File: config.mk
export PLATFORM = sky130hd
export DESIGN_NAME = mmdia_regs
export DESIGN_NICKNAME = d
export VERILOG_FILES = /design/src/mmdia_addr_store.v /design/src/mmdia_regs.v
export VERILOG_INCLUDE_DIRS = /design/src
export SDC_FILE = /design/constraint.sdc
export NUM_CORES = 2
export LEC_CHECK = 0
export BUFFER_PORTS_ARGS = -buffer_cell sky130_fd_sc_hd__clkbuf_2
export CAP_MARGIN = 20
export CELL_PAD_IN_SITES_DETAIL_PLACEMENT = 1
export CELL_PAD_IN_SITES_GLOBAL_PLACEMENT = 2
export CORE_MARGIN = 3
export CORE_UTILIZATION = 36
export CTS_CLUSTER_SIZE = 14
export DETAILED_ROUTE_END_ITERATION = 10
export GPL_TIMING_DRIVEN = 0
export PLACE_DENSITY_LB_ADDON = 0.3
export SLEW_MARGIN = 5
export SYNTH_ARGS = -nofsm -noshare
export SYNTH_HDL_FRONTEND = slang
export SYNTH_HIERARCHICAL = 1
export SYNTH_SLANG_ARGS = --single-unit
File: constraint.sdc
create_clock -name clock -period 2.5 [get_ports clock]
set_input_delay 0.25 -clock clock [delete_from_list [all_inputs] [get_ports clock]]
set_output_delay 0.25 -clock clock [all_outputs]
set_load 0.05 [all_outputs]
File: src/mmdia_map.vh
// Purpose: register offsets, fields and reset values of the management window
// Assumes: 5-bit register addresses, 16-bit register data
// Notes: included by both design files
`ifndef MMDIA_MAP_VH
`define MMDIA_MAP_VH
`define MMDIA_OFS_PARTNER_NP   5'h08
`define MMDIA_OFS_CONTROL      5'h0D
`define MMDIA_OFS_PORT         5'h0E
`define MMDIA_NP_MORE_BIT      15
`define MMDIA_NP_ACK_BIT       14
`define MMDIA_NP_MSG_BIT       13
`define MMDIA_NP_COMPLY_BIT    12
`define MMDIA_NP_TOGGLE_BIT    11
`define MMDIA_NP_CODE_HI       10
`define MMDIA_NP_CODE_LO       0
`define MMDIA_CTL_MODE_HI      15
`define MMDIA_CTL_MODE_LO      14
`define MMDIA_CTL_RSVD_HI      13
`define MMDIA_CTL_RSVD_LO      5
`define MMDIA_CTL_DEV_HI       4
`define MMDIA_CTL_DEV_LO       0
`define MMDIA_MODE_REG         2'h0
`define MMDIA_MODE_DATA        2'h1
`define MMDIA_MODE_INC_RW      2'h2
`define MMDIA_MODE_INC_WR      2'h3
`define MMDIA_RST_WORD         16'h0000
`define MMDIA_RST_CODE         11'h000
`define MMDIA_RST_DEV          5'h00
`define MMDIA_RST_RSVD         9'h000
`endif

File: src/mmdia_addr_store.v
// Purpose: per-device stored register address with post-increment
// Assumes: one write or increment per cycle
// Notes: one address word per manageable device
`timescale 1ns/10ps
`include "mmdia_map.vh"
module mmdia_addr_store #(
   parameter DEV_W  = 5,
   parameter DATA_W = 16
) (
   input  wire              clock,
   input  wire              arst_n,
   input  wire [DEV_W-1:0]  dev_sel,
   input  wire              load,
   input  wire [DATA_W-1:0] load_value,
   input  wire              incr,
   output wire [DATA_W-1:0] cur_addr
);
   localparam NDEV = 1 << DEV_W;
   reg [DATA_W-1:0] addr_mem_reg [0:NDEV-1];
   genvar g;
   generate
      for (g = 0; g < NDEV; g = g + 1) begin : g_dev
         always @(posedge clock or negedge arst_n) begin
            if (!arst_n) begin
               addr_mem_reg[g] <= `MMDIA_RST_WORD;
            end else if (dev_sel == g) begin
               if (load) begin
                  addr_mem_reg[g] <= load_value;
               end else if (incr) begin
                  addr_mem_reg[g] <= addr_mem_reg[g] + {{(DATA_W-1){1'b0}}, 1'b1};
               end
            end
         end
      end
   endgenerate
   assign cur_addr = addr_mem_reg[dev_sel];
endmodule // mmdia_addr_store

File: src/mmdia_regs.v
// Purpose: partner next-page word and indirect manageable-device access window
// Assumes: management access as one-cycle rd_stb / wr_stb with reg_addr
// Notes: device data reaches an outside store via mmd_* ports; read data is registered and returns the cycle after rd_stb
`timescale 1ns/10ps
`include "mmdia_map.vh"
module mmdia_regs #(
   parameter DEV_W  = 5,
   parameter DATA_W = 16
) (
   input  wire              clock,
   input  wire              arst_n,
   input  wire [4:0]        reg_addr,
   input  wire              rd_stb,
   input  wire              wr_stb,
   input  wire [DATA_W-1:0] wr_data,
   output reg  [DATA_W-1:0] rd_data,
   input  wire              np_valid,
   input  wire              np_more,
   input  wire              np_ack,
   input  wire              np_message,
   input  wire              partner_can_comply,
   input  wire              np_prev_toggle,
   input  wire [10:0]       np_code,
   output reg               mmd_wr,
   output reg               mmd_rd,
   output reg  [DEV_W-1:0]  mmd_dev,
   output reg  [DATA_W-1:0] mmd_addr,
   output reg  [DATA_W-1:0] mmd_wdata,
   input  wire [DATA_W-1:0] mmd_rdata
);
   reg  [DATA_W-1:0] np_word_reg;
   reg  [DATA_W-1:0] np_word_next;
   reg  [1:0]        mode_reg;
   reg  [1:0]        mode_next;
   reg  [8:0]        rsvd_reg;
   reg  [8:0]        rsvd_next;
   reg  [DEV_W-1:0]  dev_reg;
   reg  [DEV_W-1:0]  dev_next;
   reg  [DATA_W-1:0] rd_data_next;
   reg               mmd_wr_next;
   reg               mmd_rd_next;
   reg               load;
   reg               incr;
   wire [DATA_W-1:0] cur_addr;
   wire              np_rd;
   wire              ctl_rd;
   wire              ctl_wr;
   wire              port_rd;
   wire              port_wr;
   wire              data_mode;
   wire [DATA_W-1:0] ctl_word;

   // One address compare, used by every decode
   function is_reg;
      input [4:0] a;
      input [4:0] ofs;
      begin
         is_reg = (a == ofs);
      end
   endfunction

   // Register decodes shared by the write and read paths
   assign np_rd     = rd_stb && is_reg(reg_addr, `MMDIA_OFS_PARTNER_NP);
   assign ctl_rd    = rd_stb && is_reg(reg_addr, `MMDIA_OFS_CONTROL);
   assign ctl_wr    = wr_stb && is_reg(reg_addr, `MMDIA_OFS_CONTROL);
   assign port_rd   = rd_stb && is_reg(reg_addr, `MMDIA_OFS_PORT);
   assign port_wr   = wr_stb && is_reg(reg_addr, `MMDIA_OFS_PORT);
   assign data_mode = (mode_reg != `MMDIA_MODE_REG);
   assign ctl_word  = {mode_reg, rsvd_reg, dev_reg};

   // Only the selected device's address moves; the others hold
   always @* begin
      load = 1'b0;
      incr = 1'b0;
      case (mode_reg)
         `MMDIA_MODE_REG: begin
            load = port_wr;
         end
         `MMDIA_MODE_DATA: begin
            incr = 1'b0;
         end
         `MMDIA_MODE_INC_RW: begin
            incr = port_wr || port_rd;
         end
         `MMDIA_MODE_INC_WR: begin
            incr = port_wr;
         end
         default: begin
            // Unreachable; keeps the decode total
            incr = 1'b0;
         end
      endcase
   end

   mmdia_addr_store #(
      .DEV_W  (DEV_W),
      .DATA_W (DATA_W)
   ) u_store (
      .clock      (clock),
      .arst_n     (arst_n),
      .dev_sel    (dev_reg),
      .load       (load),
      .load_value (wr_data),
      .incr       (incr),
      .cur_addr   (cur_addr)
   );

   // Captured only on a new page so the word is stable while the host reads
   always @* begin
      np_word_next = np_word_reg;
      if (np_valid) begin
         np_word_next[`MMDIA_NP_MORE_BIT]   = np_more;
         np_word_next[`MMDIA_NP_ACK_BIT]    = np_ack;
         np_word_next[`MMDIA_NP_MSG_BIT]    = np_message;
         np_word_next[`MMDIA_NP_COMPLY_BIT] = partner_can_comply;
         np_word_next[`MMDIA_NP_TOGGLE_BIT] = ~np_prev_toggle;
         np_word_next[`MMDIA_NP_CODE_HI:`MMDIA_NP_CODE_LO] = np_code;
      end
   end

   // Page word reads zero until the first page
   always @(posedge clock or negedge arst_n) begin
      if (!arst_n) begin
         np_word_reg <= `MMDIA_RST_WORD;
      end else begin
         np_word_reg <= np_word_next;
      end
   end

   // Reserved bits kept so the host reads back what it wrote
   always @* begin
      mode_next = mode_reg;
      rsvd_next = rsvd_reg;
      dev_next  = dev_reg;
      if (ctl_wr) begin
         mode_next = wr_data[`MMDIA_CTL_MODE_HI:`MMDIA_CTL_MODE_LO];
         rsvd_next = wr_data[`MMDIA_CTL_RSVD_HI:`MMDIA_CTL_RSVD_LO];
         dev_next  = wr_data[`MMDIA_CTL_DEV_HI:`MMDIA_CTL_DEV_LO];
      end
   end

   // Reset leaves register mode on device zero
   always @(posedge clock or negedge arst_n) begin
      if (!arst_n) begin
         mode_reg <= `MMDIA_MODE_REG;
         rsvd_reg <= `MMDIA_RST_RSVD;
         dev_reg  <= `MMDIA_RST_DEV;
      end else begin
         mode_reg <= mode_next;
         rsvd_reg <= rsvd_next;
         dev_reg  <= dev_next;
      end
   end

   // Unmapped reads return zero instead of stale data
   always @* begin
      rd_data_next = rd_data;
      if (np_rd) begin
         rd_data_next = np_word_reg;
      end else if (ctl_rd) begin
         rd_data_next = ctl_word;
      end else if (port_rd) begin
         rd_data_next = data_mode ? mmd_rdata : cur_addr;
      end else if (rd_stb) begin
         rd_data_next = `MMDIA_RST_WORD;
      end
   end

   always @* begin
      mmd_wr_next = port_wr && data_mode;
      mmd_rd_next = port_rd && data_mode;
   end

   // Store sees the address of the strobe cycle, before its increment; back-to-back accesses need no gap
   always @(posedge clock or negedge arst_n) begin
      if (!arst_n) begin
         mmd_wr    <= 1'b0;
         mmd_rd    <= 1'b0;
         mmd_dev   <= `MMDIA_RST_DEV;
         mmd_addr  <= `MMDIA_RST_WORD;
         mmd_wdata <= `MMDIA_RST_WORD;
         rd_data   <= `MMDIA_RST_WORD;
      end else begin
         mmd_wr    <= mmd_wr_next;
         mmd_rd    <= mmd_rd_next;
         mmd_dev   <= dev_reg;
         mmd_addr  <= cur_addr;
         // Data forwarded every cycle; only the strobe qualifies it
         mmd_wdata <= wr_data;
         rd_data   <= rd_data_next;
      end
   end
endmodule // mmdia_regs

Yosys cells after proc, flatten, opt, wreduce, memory -nomap -nowiden
Cells that the tools add are included.
{"block": "classes", "eq_ne": 36, "muxes": 74, "reduce_logical": 45, "magnitude_cmp": 1, "bitwise": 2, "add_sub_neg": 32}
{"cell": "2-to-1 mux 16 bit", "count": 71}
{"cell": "adder 16 x 1 -> 16 bit (second input constant)", "count": 32}
{"cell": "binary-select mux 16 bit (select 5 bit)", "count": 1}
{"cell": "== test 5 bit (second input constant)", "count": 16}
{"cell": "AND reduction 2 bit", "count": 32}
{"cell": "== test 5 x 4 -> 1 bit (second input constant)", "count": 11}
{"cell": "== test 5 x 3 -> 1 bit (second input constant)", "count": 4}
{"cell": "== test 5 x 2 -> 1 bit (second input constant)", "count": 2}
{"cell": "logical AND 1 bit", "count": 7}
{"cell": ">= comparator 6 bit (second input constant)", "count": 1}
{"cell": "NOT 5 -> 6 bit", "count": 1}
{"cell": "== test 5 x 1 -> 1 bit (second input constant)", "count": 1}
{"cell": "zero test 5 bit", "count": 1}
{"cell": "== test 2 bit (second input constant)", "count": 2}
{"cell": "nonzero test 2 bit", "count": 2}
{"cell": "nonzero test 4 bit", "count": 1}
{"cell": "zero test 2 bit", "count": 1}
{"cell": "one-hot mux 1 bit (2 select lines)", "count": 1}
{"cell": "logical OR 1 bit", "count": 1}
{"cell": "2-to-1 mux 1 bit", "count": 1}
{"cell": "NOT 1 bit", "count": 1}
{"block": "totals", "elab_cells": 232, "output_inout_bits": 55, "regBits": 599}

Logic depth before layout (Yosys ltp)
{"block": "logic_depth", "ltp_word": 8, "depth_mapped": 14}

Cells and area by module
The synthesis kept the hierarchy.
{"module": "mmdia_addr_store", "instances": 1, "cells_each": 4121, "area_per_inst_um2": 35252.6}
{"module": "mmdia_regs", "instances": 1, "cells_each": 229, "area_per_inst_um2": 3364.5}

Least setup slack after synthesis
No wires, ideal clock.
{"block": "synth_path", "kind": "register -> register", "start": "register dev_reg[0]", "end": "register rd_data[13]", "n_path_buf": 2, "setup_slack_ns": -0.242, "t_arrival_ns": 2.608, "synth_period_minus_slack_ns": 2.742, "setup_time_ns": 0.135, "path_stages_with_launch": 9, "path_cell_list": "dfrtp_1 -> buf_2 -> buf_2 -> mux4_2 -> a2111oi_0 -> a21oi_1 -> mux2_1 -> a221oi_2 -> o22ai_1"}
{"block": "synth_between", "elab_chain_cells": 8}
{"item": "from (decl)", "line_no": "mmdia_regs.v:37", "text": "reg [DEV_W-1:0] dev_reg;"}
{"item": "from (signal assigned)", "line_no": "mmdia_regs.v:147", "text": "dev_reg <= `MMDIA_RST_DEV;"}
{"item": "from (signal assigned)", "line_no": "mmdia_regs.v:151", "text": "dev_reg <= dev_next;"}
{"item": "NOT 5 -> 6 bit (not written as such)", "line_no": "mmdia_addr_store.v:36", "text": "assign cur_addr = addr_mem_reg[dev_sel];"}
{"item": "binary-select mux 16 bit (select 5 bit)", "line_no": "mmdia_addr_store.v:36"}
{"item": "2-to-1 mux 16 bit (not written as such) (2 in a row)", "line_no": "mmdia_addr_store.v:36"}
{"item": "named net cur_addr[13]", "line_no": "mmdia_regs.v:44", "text": "wire [DATA_W-1:0] cur_addr;"}
{"item": "2-to-1 mux 16 bit", "line_no": "mmdia_regs.v:163", "text": "rd_data_next = data_mode ? mmd_rdata : cur_addr;"}
{"item": "2-to-1 mux 16 bit", "line_no": "mmdia_regs.v:162", "text": "end else if (port_rd) begin"}
{"item": "2-to-1 mux 16 bit", "line_no": "mmdia_regs.v:160", "text": "end else if (ctl_rd) begin"}
{"item": "2-to-1 mux 16 bit", "line_no": "mmdia_regs.v:158", "text": "if (np_rd) begin"}
{"item": "to (signal assigned)", "line_no": "mmdia_regs.v:182", "text": "rd_data <= `MMDIA_RST_WORD;"}
{"item": "to (signal assigned)", "line_no": "mmdia_regs.v:190", "text": "rd_data <= rd_data_next;"}
{"item": "to (decl)", "line_no": "mmdia_regs.v:16", "text": "output reg [DATA_W-1:0] rd_data,"}
The timed path passes the listed nets, and every way through them passes these cells. The select of a mux whose other input is x is not followed.
A chain may end at the register's enable or synchronous reset.

Worst setup path in the final report
{"block": "layout_path", "start": "register dev_reg[1]", "end": "register rd_data[0]"}
The elaborated chain is that of the path after synthesis.

==> impl_summary.txt <==
----------------------------------------------------
[Pwr]
  Leakage power of the design ... 20.67 nW
  Power density cells ... 616.8 mW/mm2
  Worst IR drop on VDD ... 0.0004822 V
  Final total power ... 0.03089 W

[STA]
  Count of final hold-check violations ... 0
  Clock tree skew after final layout ... 26.38 ps
  Pins Over Slew Limit ... 0
  Shortest period the worst path allows ... 3130 ps
  Setup repair after global routing missed its margin ... yes
  Highest Clock Rate ... 319.5 MHz
  Total setup violations reported at the end of the flow ... 207
  Relative max-transition margin ... 0.2273
  Portion of the clock cycle consumed by the worst path in the final layout ... 1.252
  Transition time at the pin with the least slew margin ... 1159 ps
  Setup slack of the critical path after layout ... -629.9 ps

[Critical path]
  Setup slack of the most critical reg-to-reg path ... -630 ps
  Crit path buffers/inverters ... 4
  Worst path max stage delay ... 400 ps
  Top cell family by delay on the critical path ... compound AO/OA/AOI/OAI gates
  Critical path class ... register to register
  Critical path cell sequence ... buf_8, buf_12, buf_16, buf_16, mux2i_4, a22o_1, a31oi_1, o2111ai_4, nand4_1, mux2_4, a221oi_4, o22ai_1
  Max Fanout on Critical Path ... 7
  Cell depth of the worst flop-to-flop path ... 12
  Capturing element type of the critical path ... register
  Worst reg2reg path startpoint ... dev_reg[1]
  Crit start category ... register
  Required @ worst endpoint ... 3040 ps
  Endpoint arrival time on the critical path ... 3670 ps
  Critical-path top delay cell ... sky130_fd_sc_hd__dfrtp_2
  Cell seen most often among critical-path stages ... sky130_fd_sc_hd__buf_16
  End of the worst register-to-register path ... rd_data[0]

[Global routing]
  Total gr overflow ... 0
  Initial antenna violation count ... 20
  All-layer global routing usage ... 0.4044
  Global-route wire length before repair ... 320600 um
  Largest net degree at the start of global routing ... 100
  Vias in the first global route ... 40800

[Clocking]
  H-tree level count ... 3
  Insertion delay to the later sink of the worst-skew pair ... 680 ps
  Number of sinks on the clock net ... 599
  Number of buffers inserted during clock tree synthesis ... 79
  Maximum clock path buffer count ... 3
  CTS tree ... yes
  Cell at the root of the clock tree ... sky130_fd_sc_hd__clkbuf_16
  Clock transition time at the flip-flop clock pins of the worst setup and hold paths ... 60 ps

[Finish]
  Leading cell type in the layout, fill and taps excluded ... sky130_fd_sc_hd__dfrtp_1
  Top library cells by usage in the layout, fill and taps aside ... sky130_fd_sc_hd__dfrtp_1, sky130_fd_sc_hd__nand2_1, sky130_fd_sc_hd__a21oi_1
  Fill count ... 11920
  Share of post-route cells with drive strength above 1 ... 0.2535
  End-of-flow core utilization ... 0.4731
  Filler-free cell count of the finished design ... 6270
  Post-Layout Inst Area ... 0.05009 mm2
  Area delta synth->final ... 29.70%
  Flip-flop count of the largest register, all copies and words added ... 512
  Layout Nets ... 4891

[Placed design]
  Placed insts ... 5880
  Dpl cell area ... 0.04163 mm2
  Half-perimeter wire length after placement ... 159900 um
  Placer Congestion ... 1.016
  Pre-CTS worst setup slack ... -2074 ps
  # port buffers ... 110

[Die]
  Overall die area ... 0.1112 mm2
  Core box area ... 0.1059 mm2
  Starting utilization of the core area ... 0.3648
  Boundary pin count ... 113
  Number of standard-cell rows in the floorplan ... 119
  Die Span X ... 333.5 um
  Height of the die ... 333.5 um

[Yosys]
  Async set-reset flop share out of synthesis ... 1.000
  Synth Warn # ... 6
  Number of synthesized flops with an enable pin ... 0
  Flop and latch count out of synthesis ... 599
  Post-synth design cell area ... 0.03862 mm2
  Mean instance size in the synthesized netlist ... 8.877 um2
  Unique cell type count in the Yosys netlist ... 80
  Ys flop type ... sky130_fd_sc_hd__dfrtp_1
  Number of cells produced by synthesis ... 4350
  Synthesized net count ... 4440
  Proportion of synthesized chip area in sequential cells ... 0.3882

[Route]
  Final Routed Wirelength ... 235600 um
  Detail-routed net length per standard cell ... 37.58 um
  Avg Vias per Cell ... 6.998
  Drt first-iter violations ... 5857
  Post-DRT Antenna Nets ... 0
  TritonRoute pass-1 iters ... 6
  Post-detailed-route DRC marker count ... 0
  Total number of vias ... 43880

[Flow run]
  Total of max-cap violations ... 0

[Min path]
  Hold path startpoint ... mmd_rdata[4]
  Instance count along the most critical hold path ... 4
  Hold/Removal Path Class ... primary input to register
  Hold-critical path endpoint ... rd_data[4]

[Run status]
  Violated checks ... negative setup slack
  Result of the run ... complete, but fails checks

----------------------------------------------------
==> synth_stat cells, types with 108 or more instances <==
master	instances	area share
sky130_fd_sc_hd__nand2_1	520	0.051
sky130_fd_sc_hd__dfrtp_1	599	0.39
sky130_fd_sc_hd__nor3_1	153	0.020
sky130_fd_sc_hd__nand3_1	272	0.035
sky130_fd_sc_hd__a21oi_1	405	0.052
sky130_fd_sc_hd__nor2_1	396	0.038
sky130_fd_sc_hd__o21ai_0	117	0.015
sky130_fd_sc_hd__o221ai_1	173	0.039
sky130_fd_sc_hd__clkbuf_1	203	0.020
sky130_fd_sc_hd__a31oi_1	108	0.017
sky130_fd_sc_hd__mux2i_1	218	0.057
==> cell families after synthesis <==
kind of cell | share of synthesized area
flops | 0.3882
buf+inv | 0.04355
simple gates | 0.2145
compound gates | 0.2149
fa+ha+maj | 0.01037
mux | 0.1285
==> power breakdown <==
part	leakage [nW]	internal (W)	switching (W)
sequential	7.14	0.00998	0.000266
clock	1.30	0.00699	0.00500
combinational	12.2	0.00332	0.00534
==> area by class of cell <==
| cell class | count | area (um2) | area share |
|---|---|---|---|
| plain buffers | 337 | 2846 | 0.05683 |
| clock buffers | 111 | 2322 | 0.04637 |
| well taps | 1391 | 1740 | 0.03475 |
| repair buffers | 379 | 3692 | 0.07372 |
| clock inverters | 32 | 310.3 | 0.006195 |
| multi-input cells | 3370 | 24000 | 0.4792 |
| diodes | 16 | 40.04 | 0.0007994 |
| inverters | 35 | 135.1 | 0.002698 |
| flip-flops and latches | 599 | 15000 | 0.2994 |
==> what timing repair did <==
| action | 4_1_cts | 5_1_grt |
|---|---|---|
| setup buffers | 91 | 95 |
| resized for setup | 648 | 260 |
| pin swaps | 82 | 76 |
| hold buffers | 49 | 0 |
| gates cloned | 7 | 3 |
| setup endpoints to repair | 544 | 337 |
| hold endpoints to repair | 142 | 0 |
==> worst register-to-register path: cells and delay by family, from the launching register on <==
family	cells	cell delay [ps]
AO/OA/AOI/OAI	5	860
multiplexers	2	760
buffers and inverters	4	660
flip-flops	1	400
AND/OR/NAND/NOR	1	310
==> per-layer routing <==
layer	routed length (um)	vias to the layer above	track usage
met3	29910	960	0.1399
met2	96910	3148	0.5745
met1	87740	22260	0.5103
met4	20820	15	0.2877
li1	-	17500	-
met5	262	-	0.01277
==> worst max path at each step <==
stage	slack (ps)	start	to	depth (start not counted)
2_1_floorplan	-40	dev_reg[1]	rd_data[13]	10
3_3_place_gp	-14660	arst_n	u_store/addr_mem_reg[310]	1
3_5_place_dp	-2070	dev_reg[3]	rd_data[0]	12
4_1_cts	-490	dev_reg[1]	rd_data[15]	10
5_1_grt	-610	dev_reg[1]	rd_data[10]	13
6_report	-630	dev_reg[1]	rd_data[0]	12
==> per-stage QoR <==
step	hold WS (ps)	TNS [ps]
floorplan	-45.59	-122.1
global placement	426.5	-9678400
detailed placement	402.4	-706750
finish	34.53	-19900
global route	35.99	-22650
CTS	1.583	-5878
(Power assumes the default switching activity.)
